[src/hw/ctw_pkg.sv]
// Purpose: shared constants and types for the CAN transceiver control block
// Assumes: 20 MHz clock
// Notes:   time figures kept in their own unit, cycle counts derived
package ctw_pkg;

  localparam int CLK_NS = 50;

  // least time: round up
  localparam int TXD_DOM_US  = 300;
  localparam int TXD_DOM_CYC = (TXD_DOM_US * 1000 + CLK_NS - 1) / CLK_NS;

  // a valid wake pulse must exceed this
  localparam int WAKE_PULSE_NS  = 500;
  localparam int WAKE_PULSE_CYC = (WAKE_PULSE_NS + CLK_NS - 1) / CLK_NS;

  // longest time: round down
  localparam int WAKE_WIN_US  = 120;
  localparam int WAKE_WIN_CYC = (WAKE_WIN_US * 1000) / CLK_NS;

  localparam int WAKE_SINGLE_NS  = 2000;
  localparam int WAKE_SINGLE_CYC = (WAKE_SINGLE_NS + CLK_NS - 1) / CLK_NS;

  localparam int WAKE_PULSES  = 3;
  localparam int FAULT_CYCLES = 5;

  // driver settle time before comparators are sampled
  localparam int SETTLE_NS  = 1000;
  localparam int SETTLE_CYC = (SETTLE_NS + CLK_NS - 1) / CLK_NS;

  localparam logic [1:0] MODE_SLEEP  = 2'h0;
  localparam logic [1:0] MODE_RXONLY = 2'h1;
  localparam logic [1:0] MODE_TXRX   = 2'h2;
  localparam logic [1:0] MODE_RST    = MODE_RXONLY;

  localparam logic [1:0] SLEW_FAST = 2'h0;
  localparam logic [1:0] SLEW_MED  = 2'h1;
  localparam logic [1:0] SLEW_SLOW = 2'h2;

  // comparator vector bit positions
  localparam int CMP_LG = 0;
  localparam int CMP_HG = 1;
  localparam int CMP_LB = 2;
  localparam int CMP_HB = 3;
  localparam int CMP_L5 = 4;
  localparam int CMP_H5 = 5;
  localparam int CMP_W  = 6;

  typedef enum logic [2:0] {
    FLT_NONE,
    FLT_GND_L,
    FLT_GND_H,
    FLT_BAT_L,
    FLT_BAT_H,
    FLT_V5_L,
    FLT_V5_H
  } ctw_fault_t;

endpackage

[src/hw/ctw_can_xcvr.sv]
// Purpose: mode, wake-up and bus fault logic of a high-speed CAN transceiver
// Assumes: all pin inputs synchronous to i_clk except bus fault comparators
// Notes:   control bits arrive as plain ports, write strobes are one cycle
//
// Overview of operation
// - transmit/receive mode: driver and receiver on, bus follows txd, rxd shows bus
// - receive-only mode: driver off, receiver on, txd ignored
// - driver armed only in transmit/receive mode with txd high
// - txd high releases bus recessive, txd low drives both lines dominant
// - rxd high for recessive comparator, low for dominant
// - three slew settings, fastest after reset
// - txd dominant timeout no shorter than 300 us
// - sleep: drivers off, terminations to ground, split output off
// - bus wake sets readable flag, event pulse and device wake
// - leaving sleep restores recessive bias on both lines
// - bus wake only when wake enable is set
// - default wake: three pulses over 500 ns within 120 us
// - single-pulse select: wake on one 2 us dominant pulse
// - ground comparators decode ground shorts and which line
// - battery comparators decode battery shorts and which line
// - five-volt comparators decode 5 V shorts and which line
// - recessive samples detect a fault, dominant samples pick the line
// - fault reported only after five equal consecutive decodes
// - driver stays off until failure gone, flags read, mode reselected
`timescale 1ns/1ps
module ctw_can_xcvr #(
  parameter int TXD_DOM_CYC  = ctw_pkg::TXD_DOM_CYC,
  parameter int SETTLE_CYC   = ctw_pkg::SETTLE_CYC,
  parameter int FAULT_CYCLES = ctw_pkg::FAULT_CYCLES
) (
  input  wire logic       i_clk,
  input  wire logic       i_rst,
  input  wire logic       i_mode_wr,
  input  wire logic [1:0] i_mode,
  input  wire logic       i_slew_wr,
  input  wire logic [1:0] i_slew,
  input  wire logic       i_wake_en,
  input  wire logic       i_single_pulse_wake_select,
  input  wire logic       i_flags_rd,
  input  wire logic       i_txd,
  input  wire logic       i_bus_dom,
  input  wire logic       i_wake_bus_dom,
  input  wire logic       i_low_line_ground_cmp,
  input  wire logic       i_high_line_ground_cmp,
  input  wire logic       i_low_line_battery_cmp,
  input  wire logic       i_high_line_battery_cmp,
  input  wire logic       i_low_line_five_volt_cmp,
  input  wire logic       i_high_line_five_volt_cmp,
  output logic            o_rxd,
  output logic            o_rx_en,
  output logic            o_drv_en,
  output logic            o_drv_dom,
  output logic            o_term_gnd,
  output logic            o_split_en,
  output logic            o_wake_rx_en,
  output logic [1:0]      o_slew,
  output logic            o_wake_flag,
  output logic            o_wake_pulse,
  output logic            o_dev_wake,
  output logic            o_txd_dom_flag,
  output logic            o_fault_valid,
  output logic [2:0]      o_fault_code
);
  if (TXD_DOM_CYC < 2 || TXD_DOM_CYC > 65535 || SETTLE_CYC < 1 || SETTLE_CYC > 255
      || FAULT_CYCLES < 2 || FAULT_CYCLES > 7) begin : g_bad_param
    $error("ctw_can_xcvr: unsupported timing parameters");
  end

  localparam int CW = ctw_pkg::CMP_W;

  // recessive samples find the fault, dominant samples name the line
  function automatic ctw_pkg::ctw_fault_t decode(input logic [CW-1:0] rec,
                                                 input logic [CW-1:0] dom);
    ctw_pkg::ctw_fault_t f;
    f = ctw_pkg::FLT_NONE;
    if (!rec[ctw_pkg::CMP_LG] && !rec[ctw_pkg::CMP_HG]) begin
      if (!dom[ctw_pkg::CMP_LG] && !dom[ctw_pkg::CMP_HG])
        f = ctw_pkg::FLT_GND_H;
      else if (!dom[ctw_pkg::CMP_LG] && dom[ctw_pkg::CMP_HG])
        f = ctw_pkg::FLT_GND_L;
    end else if (rec[ctw_pkg::CMP_LB] && rec[ctw_pkg::CMP_HB]) begin
      // battery first: a battery short also trips the 5 V comparators
      if (dom[ctw_pkg::CMP_LB] && dom[ctw_pkg::CMP_HB])
        f = ctw_pkg::FLT_BAT_L;
      else if (!dom[ctw_pkg::CMP_LB] && dom[ctw_pkg::CMP_HB])
        f = ctw_pkg::FLT_BAT_H;
    end else if (rec[ctw_pkg::CMP_L5] && rec[ctw_pkg::CMP_H5]) begin
      if (dom[ctw_pkg::CMP_L5] && dom[ctw_pkg::CMP_H5])
        f = ctw_pkg::FLT_V5_L;
      else if (!dom[ctw_pkg::CMP_L5] && dom[ctw_pkg::CMP_H5])
        f = ctw_pkg::FLT_V5_H;
    end
    return f;
  endfunction

  logic [1:0]          mode_r;
  logic [1:0]          slew_r;
  logic                drv_en_r;
  logic                drv_dom_r;
  logic                rxd_r;
  logic [15:0]         dom_cnt_r;
  logic                fail_r;
  logic                blk_r;
  logic                wake_flag_r;
  logic                wake_pulse_r;
  logic                dev_wake_r;
  logic [CW-1:0]       cmp_s1_r;
  logic [CW-1:0]       cmp_s2_r;
  logic [CW-1:0]       rec_r;
  logic                have_rec_r;
  logic [7:0]          settle_r;
  logic [2:0]          q_cnt_r;
  ctw_pkg::ctw_fault_t last_r;
  ctw_pkg::ctw_fault_t fault_r;
  logic                fault_valid_r;
  logic                wake_ev;

  wire [CW-1:0] cmp_in = {i_high_line_five_volt_cmp, i_low_line_five_volt_cmp,
                          i_high_line_battery_cmp, i_low_line_battery_cmp,
                          i_high_line_ground_cmp, i_low_line_ground_cmp};

  // mode selection; unused code 3 leaves the mode unchanged
  wire       mode_ok  = i_mode_wr & (i_mode != 2'h3);
  wire [1:0] mode_nxt = mode_ok ? i_mode : mode_r;
  wire       is_sleep = (mode_r == ctw_pkg::MODE_SLEEP);
  wire       is_txrx  = (mode_r == ctw_pkg::MODE_TXRX);
  wire       slew_ok  = i_slew_wr & (i_slew != 2'h3);

  // txd stuck dominant while driving
  wire dom_run  = drv_en_r & ~i_txd;
  wire fail_set = dom_run & (dom_cnt_r == 16'(TXD_DOM_CYC - 1));
  wire fail_clr = i_flags_rd & i_txd;
  wire unblk    = ~fail_r & mode_ok & (i_mode == ctw_pkg::MODE_TXRX);
  wire blk_nxt  = fail_set | (blk_r & ~unblk);
  wire drv_en_nxt = (mode_nxt == ctw_pkg::MODE_TXRX) & ~blk_nxt & (drv_en_r | i_txd);

  // fault sampling, phase follows the registered driver state
  wire settled   = (settle_r == 8'(SETTLE_CYC - 1));
  wire take_rec  = drv_en_r & settled & ~drv_dom_r;
  wire take_dom  = drv_en_r & settled & drv_dom_r & have_rec_r;
  ctw_pkg::ctw_fault_t dec;
  assign dec = decode(rec_r, cmp_s2_r);
  wire same_flt  = (dec == last_r);
  wire qual_hit  = take_dom & (dec != ctw_pkg::FLT_NONE) & same_flt
                   & (q_cnt_r == 3'(FAULT_CYCLES - 1));

  always_ff @(posedge i_clk) begin
    if (i_rst) begin
      mode_r   <= ctw_pkg::MODE_RST;
      slew_r   <= ctw_pkg::SLEW_FAST;
      drv_en_r <= 1'b0;
      drv_dom_r <= 1'b0;
      rxd_r    <= 1'b1;
      blk_r    <= 1'b0;
    end else begin
      mode_r   <= mode_nxt;
      if (slew_ok)
        slew_r <= i_slew;
      drv_en_r <= drv_en_nxt;
      drv_dom_r <= drv_en_nxt & ~i_txd;
      rxd_r    <= is_sleep ? 1'b1 : ~i_bus_dom;
      blk_r    <= blk_nxt;
    end
  end

  always_ff @(posedge i_clk) begin
    if (i_rst) begin
      dom_cnt_r <= 16'h0000;
      fail_r    <= 1'b0;
    end else begin
      // counter saturates so a held fault does not wrap
      if (!dom_run)
        dom_cnt_r <= 16'h0000;
      else if (!fail_set)
        dom_cnt_r <= dom_cnt_r + 16'h0001;
      // a new failure wins over a read in the same cycle
      fail_r <= fail_set | (fail_r & ~fail_clr);
    end
  end

  ctw_wake_det u_wake (
    .i_clk    (i_clk),
    .i_rst    (i_rst),
    .i_en     (is_sleep & i_wake_en),
    .i_single (i_single_pulse_wake_select),
    .i_dom    (i_wake_bus_dom),
    .o_wake   (wake_ev)
  );

  always_ff @(posedge i_clk) begin
    if (i_rst) begin
      wake_flag_r  <= 1'b0;
      wake_pulse_r <= 1'b0;
      dev_wake_r   <= 1'b0;
    end else begin
      wake_pulse_r <= wake_ev;
      wake_flag_r  <= wake_ev | (wake_flag_r & ~i_flags_rd);
      // wake request holds until the next mode write, ignored code 3 included
      dev_wake_r   <= wake_ev | (dev_wake_r & ~i_mode_wr);
    end
  end

  // two-stage sync: comparators are analog and asynchronous
  always_ff @(posedge i_clk) begin
    if (i_rst) begin
      cmp_s1_r <= '0;
      cmp_s2_r <= '0;
    end else begin
      cmp_s1_r <= cmp_in;
      cmp_s2_r <= cmp_s1_r;
    end
  end

  always_ff @(posedge i_clk) begin
    if (i_rst || !drv_en_r) begin
      settle_r   <= 8'h00;
      have_rec_r <= 1'b0;
      rec_r      <= '0;
    end else begin
      // restart the settle count on every driver transition
      if (drv_dom_r != (drv_en_nxt & ~i_txd))
        settle_r <= 8'h00;
      else if (!settled)
        settle_r <= settle_r + 8'h01;
      if (take_rec && !have_rec_r) begin
        rec_r      <= cmp_s2_r;
        have_rec_r <= 1'b1;
      end else if (take_dom) begin
        have_rec_r <= 1'b0;
      end
    end
  end

  always_ff @(posedge i_clk) begin
    if (i_rst) begin
      q_cnt_r       <= 3'h0;
      last_r        <= ctw_pkg::FLT_NONE;
      fault_r       <= ctw_pkg::FLT_NONE;
      fault_valid_r <= 1'b0;
    end else if (take_dom) begin
      last_r <= dec;
      if (dec == ctw_pkg::FLT_NONE) begin
        q_cnt_r       <= 3'h0;
        fault_valid_r <= 1'b0;
        fault_r       <= ctw_pkg::FLT_NONE;
      end else if (!same_flt) begin
        q_cnt_r       <= 3'h1;
        fault_valid_r <= 1'b0;
        fault_r       <= ctw_pkg::FLT_NONE;
      end else if (qual_hit) begin
        fault_valid_r <= 1'b1;
        fault_r       <= dec;
      end else if (q_cnt_r < 3'(FAULT_CYCLES - 1)) begin
        q_cnt_r <= q_cnt_r + 3'h1;
      end
    end
  end

  assign o_rxd          = rxd_r;
  assign o_drv_en       = drv_en_r;
  assign o_drv_dom      = drv_dom_r;
  assign o_rx_en        = ~is_sleep;
  assign o_term_gnd     = is_sleep;
  assign o_split_en     = ~is_sleep;
  assign o_wake_rx_en   = is_sleep & i_wake_en;
  assign o_slew         = slew_r;
  assign o_wake_flag    = wake_flag_r;
  assign o_wake_pulse   = wake_pulse_r;
  assign o_dev_wake     = dev_wake_r;
  assign o_txd_dom_flag = fail_r;
  assign o_fault_valid  = fault_valid_r;
  assign o_fault_code   = fault_r;

  chk_rxonly_nodrv: assert property (@(posedge i_clk) disable iff (i_rst)
    !is_txrx |-> !o_drv_en && !o_drv_dom)
    else $error("driver active outside transmit/receive mode");

  chk_rxd_follow: assert property (@(posedge i_clk) disable iff (i_rst)
    !is_sleep |=> (o_rxd == !$past(i_bus_dom)))
    else $error("rxd does not follow the bus comparator");

  chk_arm_on_high: assert property (@(posedge i_clk) disable iff (i_rst)
    !o_drv_en ##1 o_drv_en |-> $past(i_txd) && is_txrx)
    else $error("driver armed while txd low");

  chk_dom_drive: assert property (@(posedge i_clk) disable iff (i_rst)
    !i_txd |=> (o_drv_dom == o_drv_en))
    else $error("txd low did not drive dominant");

  chk_rec_release: assert property (@(posedge i_clk) disable iff (i_rst)
    i_txd |=> !o_drv_dom)
    else $error("txd high did not release the bus");

  chk_txd_timeout: assert property (@(posedge i_clk) disable iff (i_rst)
    $rose(o_txd_dom_flag) |-> $past(dom_cnt_r) == 16'(TXD_DOM_CYC - 1))
    else $error("txd dominant flagged too early");

  chk_sleep_state: assert property (@(posedge i_clk) disable iff (i_rst)
    is_sleep |-> o_term_gnd && !o_split_en && !o_drv_en && !o_drv_dom)
    else $error("sleep outputs wrong");

  chk_wake_gate: assert property (@(posedge i_clk) disable iff (i_rst)
    !i_wake_en [*3] |-> !o_wake_pulse)
    else $error("wake pulse while wake disabled");

  chk_wake_flag: assert property (@(posedge i_clk) disable iff (i_rst)
    o_wake_pulse |-> o_wake_flag && o_dev_wake)
    else $error("wake pulse without flag");

  chk_fault_qual: assert property (@(posedge i_clk) disable iff (i_rst)
    $rose(o_fault_valid) |-> $past(q_cnt_r) == 3'(FAULT_CYCLES - 1) && $past(take_dom))
    else $error("fault reported before five cycles");

  chk_slew_reset: assert property (@(posedge i_clk)
    $past(i_rst) && !i_rst |-> o_slew == ctw_pkg::SLEW_FAST)
    else $error("slew not fastest after reset");

  chk_block_hold: assert property (@(posedge i_clk) disable iff (i_rst)
    blk_r |-> !o_drv_en)
    else $error("driver enabled while blocked");

  chk_leave_sleep: assert property (@(posedge i_clk) disable iff (i_rst)
    $fell(is_sleep) |-> !o_term_gnd && o_split_en && !o_drv_dom)
    else $error("bias not restored after sleep");

  chk_fault_code_set: assert property (@(posedge i_clk) disable iff (i_rst)
    o_fault_valid |-> o_fault_code != ctw_pkg::FLT_NONE)
    else $error("fault reported without a code");

  chk_fault_on_dom: assert property (@(posedge i_clk) disable iff (i_rst)
    $changed(o_fault_code) |-> $past(take_dom))
    else $error("fault code changed outside a dominant sample");

  chk_wake_set_wins: assert property (@(posedge i_clk) disable iff (i_rst)
    wake_ev |=> o_wake_flag && o_wake_pulse)
    else $error("wake event lost against a flag read");

  chk_fail_set_wins: assert property (@(posedge i_clk) disable iff (i_rst)
    fail_set |=> o_txd_dom_flag && !o_drv_en)
    else $error("txd timeout lost against a flag read");

  chk_wake_off: assert property (@(posedge i_clk) disable iff (i_rst)
    !(is_sleep && i_wake_en) |=> !wake_ev)
    else $error("wake event while detection disabled");
endmodule

[src/hw/ctw_wake_det.sv]
// Purpose: bus wake-up pattern detector, single or triple dominant pulse
// Assumes: i_dom synchronous to i_clk; detector cleared while i_en is low
// Notes:   o_wake is a one-cycle registered pulse
`timescale 1ns/1ps
module ctw_wake_det #(
  parameter int PULSE_CYC  = ctw_pkg::WAKE_PULSE_CYC,
  parameter int WIN_CYC    = ctw_pkg::WAKE_WIN_CYC,
  parameter int SINGLE_CYC = ctw_pkg::WAKE_SINGLE_CYC,
  parameter int PULSES     = ctw_pkg::WAKE_PULSES
) (
  input  wire logic i_clk,
  input  wire logic i_rst,
  input  wire logic i_en,
  input  wire logic i_single,
  input  wire logic i_dom,
  output logic      o_wake
);
  if (PULSE_CYC < 1 || SINGLE_CYC <= PULSE_CYC || SINGLE_CYC > 65535 || WIN_CYC >= 65535
      || PULSES < 1 || PULSES > 7) begin : g_bad_param
    $error("ctw_wake_det: unsupported timing parameters");
  end

  logic [15:0] plen_r;
  logic [15:0] win_r;
  logic [2:0]  cnt_r;
  logic        dom_d_r;
  logic        wake_r;

  wire pulse_end   = dom_d_r & ~i_dom;
  wire pulse_ok    = pulse_end & (plen_r > 16'(PULSE_CYC));
  wire single_hit  = i_single & i_dom & (plen_r == 16'(SINGLE_CYC - 1));
  wire win_over    = (cnt_r != 3'h0) & (win_r == 16'(WIN_CYC - 1));
  wire pattern_hit = ~i_single & pulse_ok & ~win_over & (cnt_r == 3'(PULSES - 1));

  always_ff @(posedge i_clk) begin
    if (i_rst || !i_en) begin
      plen_r  <= 16'h0000;
      win_r   <= 16'h0000;
      cnt_r   <= 3'h0;
      dom_d_r <= 1'b0;
      wake_r  <= 1'b0;
    end else begin
      dom_d_r <= i_dom;
      wake_r  <= single_hit | pattern_hit;
      if (!i_dom)
        plen_r <= 16'h0000;
      else if (plen_r != 16'hffff)
        plen_r <= plen_r + 16'h0001;
      // window runs from the first valid pulse; expiry restarts the pattern
      if (win_over || pattern_hit || i_single) begin
        cnt_r <= 3'h0;
        win_r <= 16'h0000;
      end else begin
        if (pulse_ok)
          cnt_r <= cnt_r + 3'h1;
        if (cnt_r != 3'h0)
          win_r <= win_r + 16'h0001;
      end
    end
  end

  assign o_wake = wake_r;
endmodule

[config.mk]
export PLATFORM = sky130hd
export DESIGN_NAME = ctw_can_xcvr
export DESIGN_NICKNAME = d
export VERILOG_FILES = /design/src/hw/ctw_pkg.sv /design/src/hw/ctw_can_xcvr.sv /design/src/hw/ctw_wake_det.sv
export SDC_FILE = /design/constraint.sdc
export NUM_CORES = 1
export LEC_CHECK = 0
export ABC_AREA = 1
export ABC_CLOCK_PERIOD_IN_PS = 3800
export BUFFER_PORTS_ARGS = -buffer_cell sky130_fd_sc_hd__buf_4
export CORE_MARGIN = 1.5
export CORE_UTILIZATION = 45
export DETAILED_ROUTE_END_ITERATION = 6
export GPL_TIMING_DRIVEN = 0
export PLACE_DENSITY = 0.68
export SYNTH_ARGS = -nofsm -noshare
export SYNTH_HDL_FRONTEND = slang
export SYNTH_HIERARCHICAL = 1
export SYNTH_SLANG_ARGS = --single-unit
[constraint.sdc]
create_clock -name i_clk -period 3.8 [get_ports i_clk]
set_input_delay 0.19 -clock i_clk [delete_from_list [all_inputs] [get_ports i_clk]]
set_output_delay 0.19 -clock i_clk [all_outputs]
set_load 0.05 [all_outputs]
== Yosys cells after proc, flatten, opt, wreduce, memory -nomap -nowiden ==
Index checks and enable logic that the tools add are counted.
Cells by class
  bitwise gates (word level): 50
  add/subtract/negate cells: 6
  magnitude comparators: 2
  multiplexer cells: 22
  eq/ne operators: 16
  reduce and logical (&&, ||, !) cells: 35
Operators with widths (count)
  $add 16x1->16 const B: 3
  $mux 3: 14
  $and 1x1->1: 30
  $eq 16x12->1 const B: 1
  $eq 16x13->1 const B: 1
  $eq 16x6->1 const B: 1
  $gt 16x4->1 const B: 1
  $ne 16x16->1 const B: 1
  $not 1->1: 14
  $logic_and 1x1->1: 10
  $reduce_or 2->1: 5
  $logic_not 1->1: 9
  $add 8x1->8 const B: 1
  $eq 8x5->1 const B: 1
  $add 3x1->3 const B: 2
  $mux 1: 6
  $ne 3x1->1 const B: 2
  $or 1x1->1: 6
  $reduce_bool 3->1: 2
  $eq 2x2->1 const B: 2
  $logic_or 1x1->1: 4
  $mux 2: 2
  $ne 2x2->1 const B: 2
  $eq 3x2->1 const B: 1
  other kinds (10): 10
Storage, ports and cells
  word-level logic and storage cells: 156
  output and inout bits: 17
  input port bits: 20
  register bits after elaboration: 102

== Longest topological paths before layout ==
Gate-level depths: netlist (run 1).
  word-level depth: 14
  gate-level depth with buffers: 14
  gate-level depth less buffers: 14

== Hierarchy ==
The synthesis (run 1) kept the hierarchy.
Modules (own cells, without submodules)
  ctw_can_xcvr: area an instance 2793.9 µm², times used 1, seq. area each 1301.2 µm², cells an instance 382
  ctw_wake_det: area an instance 2054.5 µm², times used 1, seq. area each 740.7 µm², cells an instance 310

== Least setup slack after synthesis (run 1) ==
Ideal clock, no wire load.
  path type: reg2reg
  start: register mode_r[0]
  end: register u_wake.win_r[11]
  stages on the path, launching flop included: 12
  setup time: 0.064 ns
  data arrival time: 3.085 ns
  period minus slack after synthesis: 3.149 ns
  path buffers: 1
  required time: 3.736 ns
  path slack: 0.651 ns
  cell sequence: dfxtp_1 nor2_1 inv_1 nor2_1 inv_1 nor2_1 inv_1 nor2_1 and2_4 o21ai_4 buf_6 nor2_1
On the way
  word-level cells in the longest chain between the ends: 5
Ends and longest elaborated chain
  start: declaration: RTL line ctw_can_xcvr.sv:96  | logic [1:0] mode_r;
  start signal: assignment: RTL line ctw_can_xcvr.sv:149  | mode_r <= ctw_pkg::MODE_RST;
  start signal: assignment: RTL line ctw_can_xcvr.sv:156  | mode_r <= mode_nxt;
  $logic_not 2->1: RTL line ctw_can_xcvr.sv:125  | wire is_sleep = (mode_r == ctw_pkg::MODE_SLEEP);
  net o_term_gnd: RTL line ctw_can_xcvr.sv:53  | output logic o_term_gnd,
  $and 1x1->1
  net o_wake_rx_en: RTL line ctw_can_xcvr.sv:55  | output logic o_wake_rx_en,
  $logic_not 1->1: RTL line ctw_wake_det.sv:36  | if (i_rst || !i_en) begin
  $logic_or 1x1->1: RTL line ctw_wake_det.sv:36
  $reduce_or 2->1 (no source line)
  end signal: assignment: RTL line ctw_wake_det.sv:57  | win_r <= win_r + 16'h0001;
  end: declaration: RTL line ctw_wake_det.sv:24  | logic [15:0] win_r;
The timed path passes the listed nets, and every way through them passes these cells.
A chain may end at the register's enable or synchronous reset.

== Final worst setup path (run 1) ==
  start: register drv_en_r, in the netlist o_drv_en
  end: register dom_cnt_r[10]
On the way
  word-level cells in the longest chain between the ends: 3
  elaborated cells between the ends (all ways): 4
  classes of those cells: bitwise (3); reduce/logical (1)
Ends and longest elaborated chain
  start: declaration: RTL line ctw_can_xcvr.sv:98  | logic drv_en_r;
  start signal: assignment: RTL line ctw_can_xcvr.sv:159  | drv_en_r <= drv_en_nxt;
  $and 1x1->1 (*): RTL line ctw_can_xcvr.sv:130  | wire dom_run = drv_en_r & ~i_txd;
  $not 1->1 (no source line)
  $reduce_or 2->1 (no source line)
  end signal: assignment: RTL line ctw_can_xcvr.sv:175  | dom_cnt_r <= dom_cnt_r + 16'h0001;
  end: declaration: RTL line ctw_can_xcvr.sv:101  | logic [15:0] dom_cnt_r;
Every way passes the cells marked *; elsewhere a longest branch is shown, timed or not.

==> results of run 1 <==
## per-stage QoR
| step | cell area [µm²] | util [%] | power [mW] | hold slack [ns] |
|---|---|---|---|---|
| after detailed placement | 5289 | 51.00 | 1.186 | 0.3912 |
| final | 5505 | 53.09 | 1.870 | 0.01429 |
| after global routing | 5505 | 53.09 | 1.943 | 0.008438 |
| after global placement | 5289 | 51.00 | 1.185 | 0.3842 |
| after CTS | 5505 | 53.09 | 1.890 | 0.003512 |
| after floorplan | 4848 | - | 1.151 | 0.2762 |
## synth_stat cells
library cell / number
nor2_1: 117
buf_6: 3
ha_1: 10
o21bai_1: 4
o21ai_4: 1
a211oi_1: 2
clkbuf_1: 5
xnor2_1: 6
a21oi_2: 4
nand2_4: 1
a21boi_0: 1
or2_4: 1
buf_4: 1
nor3_1: 12
or2_2: 1
dfxtp_1: 102
nor3_4: 3
nand2_2: 3
o211ai_1: 1
nand3_2: 2
a31oi_1: 5
and2_4: 1
clkinv_1: 1
a21oi_1: 36
nand2_1: 140
inv_2: 2
inv_1: 110
and3_1: 1
nand3_1: 50
xor2_1: 12
o21ai_0: 27
nand4_1: 18
a221oi_1: 1
nor3_2: 1
nor2_2: 5
o21a_1: 2
## power by group through the flow
| stage | sequential (mW) | clock, mW | combinational, mW |
|---|---|---|---|
| 2_1_floorplan | 1.11 | 0 | 0.0380 |
| 3_3_place_gp | 1.11 | 0 | 0.0778 |
| 3_5_place_dp | 1.11 | 0 | 0.0786 |
| 4_1_cts | 1.08 | 0.727 | 0.0799 |
| 5_1_grt | 1.08 | 0.772 | 0.0875 |
| 6_report | 1.08 | 0.708 | 0.0792 |
## worst max-delay path, stage by stage, from the launching register on
cell,delay [ns]
dfxtp_1,0.46
inv_1,0.09
nor2_1,0.36
inv_1,0.11
nor2_1,0.32
clkbuf_1,0.38
o21ai_0,0.18
a21oi_1,0.15
## cell families after synthesis
group / after synthesis / synth area share [%]
simple gates: 356 / 32.13
buf+inv: 122 / 9.987
flops: 102 / 42.12
compound gates: 84 / 9.935
xor+xnor: 18 / 3.252
fa+ha+maj: 10 / 2.581
## flip-flops by register name, summed over array words and instances (netlist names), 2 cells and up
name,count
cmp_s1_r,6
cmp_s2_r,6
dom_cnt_r,16
last_r,3
mode_r,2
o_fault_code,3
o_slew,2
q_cnt_r,3
rec_r,6
settle_r,8
u_wake/cnt_r,3
u_wake/plen_r,16
u_wake/win_r,16
## worst paths after layout
path                           from  depth (start not counted)             to
min reg2reg             cmp_s1_r[5]                          2    cmp_s2_r[5]
max                        o_drv_en                          7  dom_cnt_r[10]
max reg2reg                o_drv_en                          7  dom_cnt_r[10]
min          i_high_line_ground_cmp                          3    cmp_s1_r[1]
## repair_timing
item / CTS / global route
setup endpoints to repair: 0 / 0
setup buffers: 0 / 0
endpoints found under the hold margin: 1 / 0
hold buffers: 1 / 0
## final cells by class
type | count | area share (%)
inverter | 113 | 7.705
clock inverter | 6 | 1.250
multi-input combinational | 468 | 42.18
timing repair buffer | 37 | 5.091
buffer | 9 | 1.091
tap | 136 | 3.091
clock buffer | 10 | 2.500
sequential | 102 | 37.09
## per-layer routing
layer  routed length, µm  GRT usage (%)  part of all wire, %
met1                4532          22.90                   47
met2                4604          30.08                   48
met3                 407          4.742                  4.2
met4                 117          5.619                  1.2
met5                   0              0                    0
==> results list, run 1 <==
* Most frequent standard cell in the layout excluding fill and tap cells: nand2_1
- 37 I/O pins were placed.
- Part of the total power dissipated in combinational logic: 4.2%
- CTS H-Tree Depth: 3
* Yosys warning total: 6
- Total CTS buffers: 9
* Post_cts resized: 0
- Number of antenna-violating nets in the routed design: 0
- Share of the clock period used by the worst path: 55.61%
- Area of the mapped netlist: 4848 µm²
* Number of standard cells in the final layout excluding fillers: 881
- The total overflow left after global routing is 0.
- Data required time of the critical path: 4.10 ns
- Sum of net half-perimeters after detailed placement: 7349 µm
- Fraction of power consumed by the clock network: 37.9%
- Sw Ratio: 23.32%
* Total Wirelength: 9661 µm
* Maximum number of pins on one net before global-route repair: 18
- Of the total power, registers draw 57.9%.
- Top cells by area in the synthesized netlist: dfxtp_1 (42%), nand2_1 (11%), nor2_1 (9.1%)
* Root Buffer Master: clkbuf_8
- Aggregate global-route resource usage: 18.08%
- TritonCTS built the clock tree.
- Count of fill cells added during filler insertion: 1,037
* Worst R2R Setup Slack: 1.69 ns
- Across the run, the number of max-cap violations was 0.
- For this run, the top clock speed supported by timing is 473.2 MHz.
* Min-delay worst type: primary input to flop
* Worst IR drop on VDD: 0.2167 mV
* Iteration-0 DRC Markers: 150
- The initial utilization of the core area, before any placement, comes to 46.75%.
- Max FO, Critical Path: 10
- The synthesized design spends more area on one cell type than any other, namely dfxtp_1.
* Headroom to the max-slew limit: 60.86%
* Setup WS pre-CTS: 1.526 ns
* Sequential element share of the synthesized area: 42.12%
- The max-slew violation total from the final report was 0.
- Of the cells placed in the final design, the portion with a size suffix greater than 1 is 10.87%.
- After clock tree synthesis, the clock-pin slew on the worst setup and hold paths is 0.10 ns.
* Final TNS setup: 0 ns
- Post-synthesis register bit count: 102
* Leakage power figure: 2.219 nW
- At the end of routability-driven placement, the weighted congestion stood at 0.8326.
- Fin nets: 770
- Kind of critical path: flop to flop
- The via count of the first global-routing pass was 3,809.
- The die covers 11,410 µm².
* Drt via density: 4.850
- Worst Setup Slack, final: 1.687 ns
* Total iterations of the first detailed-routing run: 5
- PortBufs: 36
- Number of antenna cells inserted: 0
* Cell-internal power: 1.434 mW
- Combined flip-flop and latch cell area: 2042 µm²
- Fraction of synthesized cell area taken by the top area cell type: 42.12%
- For this design, the sink count on the clock tree is 102.
- Row cnt: 37
* Final setup skew: 0.01381 ns
* Area Overhead vs Synth: 13.55%
- Area used by multi-input combinational logic: 2322 µm²
* Global-route wire length before repair: 16,630 µm
* Initial antenna violation count: 0
- Number of distinct library cells after synthesis: 36
- Synthesis produced a netlist with a net count of 722.
- Setup repair after global routing left no endpoint under its margin.
* Pwr per Cell Area: 339.7 nW/µm²
- The flow ran to the end, and the final reports show no timing, DRC or antenna violations.
- Maximum root-to-sink buffer count: 2
* Clock period minus final worst setup slack: 2.113 ns
* Most frequent cells in the layout: nand2_1 (140), nor2_1 (117), inv_1 (110)
* Die Height: 106.8 µm
- The worst setup path is launched from a flop.
- The clock reaches the later pin of the worst-skew pair after 0.37 ns.
- The core region is 10,370 µm².
* Mean cell area of the mapped netlist: 7.006 µm²
* CP endpoint kind: flop
- Detailed-route via count: 4,273
- Dividing the detail-routed wire length by the instance count gives 10.97 µm.
- Crit path arrival time: 2.42 ns
- Number of setup violations in the final report: 0
* Residual DRC: 0
- In the synthesized netlist, the number of instances is 692.
* Cell count after placement: 864
- The count of final hold-check violations is 0.
* Switching power: 0.4360 mW
* Die span in x: 106.8 µm
- At the pin with the least slew margin, the transition time is 0.5871 ns.
(Power assumes the default switching activity.)
==> inputs of run 2 (changes only) <==
- ABC_CLOCK_PERIOD_IN_PS: 3800 -> 2000
- clock period: 3.8 -> 2 ns (I/O delays scaled with it)
==> run 2 against run 1 <==
Net effect: combinational power rose by 120%; die area did not move; cell area rose by 3.7%; largest cell class unchanged; critical endpoint is now o_fault_code[1]; first-iteration DRC count rose by 25%; wire length up 3.2%; sequential share of layout area shrank 1.2 points.
==> results list, run 2 (synthesized netlist as in run 1, its figures left out) <==
* Number of setup violations in the final report: 0 (unchanged)
- Maximum number of pins on one net before global-route repair: 20 (+2)
- Effective utilization at floorplan: 46.75% (unchanged)
- The largest vdd supply drop is 0.4550 mV (+110%).
- Largest incremental delay on the critical path: 0.37 ns (-0.09 ns)
* Core footprint: 10,370 µm² (unchanged)
* Cell count after placement: 864 (unchanged)
- Post-route total power: 3.506 mW (+88%)
- The number of design rule violations left after detail routing is 0 (unchanged).
* Area Overhead vs Synth: 17.70%
- The run finished with clean final reports.
- The fraction of the core area covered by cells at the end of the flow came to 55.03% (+1.9 points).
- The number of H-tree levels is 3 (unchanged).
- Fin nets: 785 (+1.9%)
- The number of antenna violations at the first check in global routing was 0 (unchanged).
* Max FO, Critical Path: 5 (-5)
* CP endpoint kind: flop
- The final period demand of the worst path was 1.822 ns (-0.2912 ns).
- The count of antenna-violating nets left after detailed routing was 0 (unchanged).
- Routed length per placed instance: 11.13 µm (+1.5%)
- Slew at the pin closest to its max-slew limit: 0.4994 ns (-0.08774 ns)
- Final TNS setup: 0 ns (unchanged)
* Global-route wire length before repair: 16,820 µm (+1.2%)
* Leakage power figure: 2.303 nW (+3.8%)
- Maximum clock rate: 548.8 MHz (+16%)
* Detailed-route via count: 4,278 (+0.12%)
- The post-route non-filler standard cell count is 896 (+1.7%).
- Headroom to the max-slew limit: 66.71% (+5.8 points)
- The number of detailed-route iterations in the first pass was 4 (-1).
- Critical-path cell list: ha_2 -> nand3_1 -> nor3_4 -> nand2_4 -> nor3_4 -> nand3_2 -> nor2_2 -> nand2_1 -> a21oi_2
- The total CTS buffers came to 9 (unchanged).
- Total number of clock tree sinks: 102 (unchanged)
- By startpoint and endpoint, the worst setup path is classified as flop to flop.
- Max-slew violation count: 0 (unchanged)
- The total power per unit cell area was 614.4 nW/µm² (+81%).
* Drt via density: 4.775 (-1.6%)
- Total Wirelength: 9974 µm (+3.2%)
- TritonCTS built the clock tree.
* Most frequent cells in the layout: nand2_1 (138), nor2_1 (111), inv_1 (108)
- The total of max-cap violations came to 0 (unchanged).
- Row cnt: 37 (unchanged)
* PortBufs: 36 (unchanged)
- Root Buffer Master: clkbuf_8
- Skew-Pair Late Insertion Delay: 0.38 ns (about the same)
- Data required time of the critical path: 2.32 ns (-1.78 ns)
* Number of antenna cells inserted: 0 (unchanged)
- Crit path arrival time: 2.14 ns (-0.28 ns)
- Maximum root-to-sink buffer count: 2 (unchanged)
- Aggregate global-route resource usage: 18.36% (+0.29 points)
- CTS clk-pin slew, worst paths: 0.11 ns (about the same)
- The via count of the first global-routing pass came to 3,872 (+1.7%).
* Number of primary I/O pins: 37 (unchanged)
- Hold Violations, Final: 0 (unchanged)
- Die span in x: 106.8 µm (unchanged)
- Startpoint Class: flop
- In the final layout, the registers with the most flip-flops are dom_cnt_r: 16 flops, u_wake/plen_r: 16 flops, u_wake/win_r: 16 flops.
- Setup repair after global routing left no endpoint under its margin.
- The floorplan die height was 106.8 µm (unchanged).
- Sum of net half-perimeters after detailed placement: 7379 µm (+0.41%)
* Iteration-0 DRC Markers: 187 (+25%)
* Most frequent standard cell in the layout excluding fill and tap cells: nand2_1
- The total congestion overflow after global routing came to 0 (unchanged).
- The full die area was 11,410 µm² (unchanged).
* Final estimated routing congestion in global placement: 0.8529 (+2.4%)
- Share of post-route cells with drive strength above 1: 13.95% (+3.1 points)
* Crit path top cell by count: nor3_4
- Share of the clock period used by the worst path: 91.10% (+35 points)
- Slowest stage cell, crit path: dfxtp_2
- The final clock skew is 0.01221 ns (-0.001602 ns).
- Min-delay worst type: primary input to flop
run 2: cell types whose count changed in the layout (fill, tap and decap cells not counted), moves of 4 or more:
cell | previous run | this run
dlygate4sd3_1 | 1 | 13
nor2_1 | 117 | 111
dfxtp_1 | 102 | 98
dfxtp_2 | 0 | 4
nor2_2 | 5 | 9
run 2: area by class of cell:
class	instances	area, µm²
fill	1015	4663
multi-input combinational	468	2381
sequential	102	2047
inverter	113	432.9
timing repair buffer	52	422.9
tap	136	170.2
clock buffer	9	123.9
clock inverter	7	66.31
buffer	9	62.56
run 2: per-layer routing:
layer  global-route usage (%)  routed length [µm]
met1                    22.84                4784
met2                    30.91                4770
met3                    4.377                 286
met4                    6.667                 133
met5                        0                   0
run 2: stage by stage:
step           setup WS (ns)  instance area (µm²)  hold WS, ns
6_report              0.1780                 5707      0.02834
2_1_floorplan        -0.2222                 4878       0.1862
5_1_grt             0.003543                 5707      0.03293
4_1_cts             0.002032                 5664    0.0007619
3_3_place_gp        -0.03128                 5319       0.2959
3_5_place_dp        -0.05557                 5319       0.2968
run 2: final timing paths:
path         cells after the start        start  slack [ns]         endpoint
max                              9  settle_r[0]        0.18  o_fault_code[1]
min reg2reg                      2  cmp_s1_r[1]        0.41      cmp_s2_r[1]
min                              4        i_txd        0.03   o_txd_dom_flag
max reg2reg                      9  settle_r[0]        0.18  o_fault_code[1]
run 2: worst max-delay path, delay by kind of cell, from the launching register on:
kind | cells | cell delay (ns)
adder cells (fa/ha/maj) | 1 | 0.21
AND/OR/NAND/NOR | 7 | 1.06
AO/OA/AOI/OAI | 1 | 0.13
flip-flops | 1 | 0.37
run 2: report_power, final:
group | leakage, nW | internal (mW) | switching (mW) | total (mW)
Clock | 0.0918 | 0.485 | 0.786 | 1.27
Combinational | 1.39 | 0.0750 | 0.102 | 0.177
Sequential | 0.826 | 2.05 | 0.0108 | 2.06
Total | 2.30 | 2.61 | 0.898 | 3.51
run 2: repair_timing:
| item | 4_1_cts | 5_1_grt |
|---|---|---|
| hold buffers | 13 | 0 |
| endpoints found under the hold margin | 13 | 0 |
| endpoints found under the setup margin | 15 | 29 |
| resized for setup | 4 | 12 |
| buffers inserted | 2 | 1 |
| pin swaps | 2 | 3 |
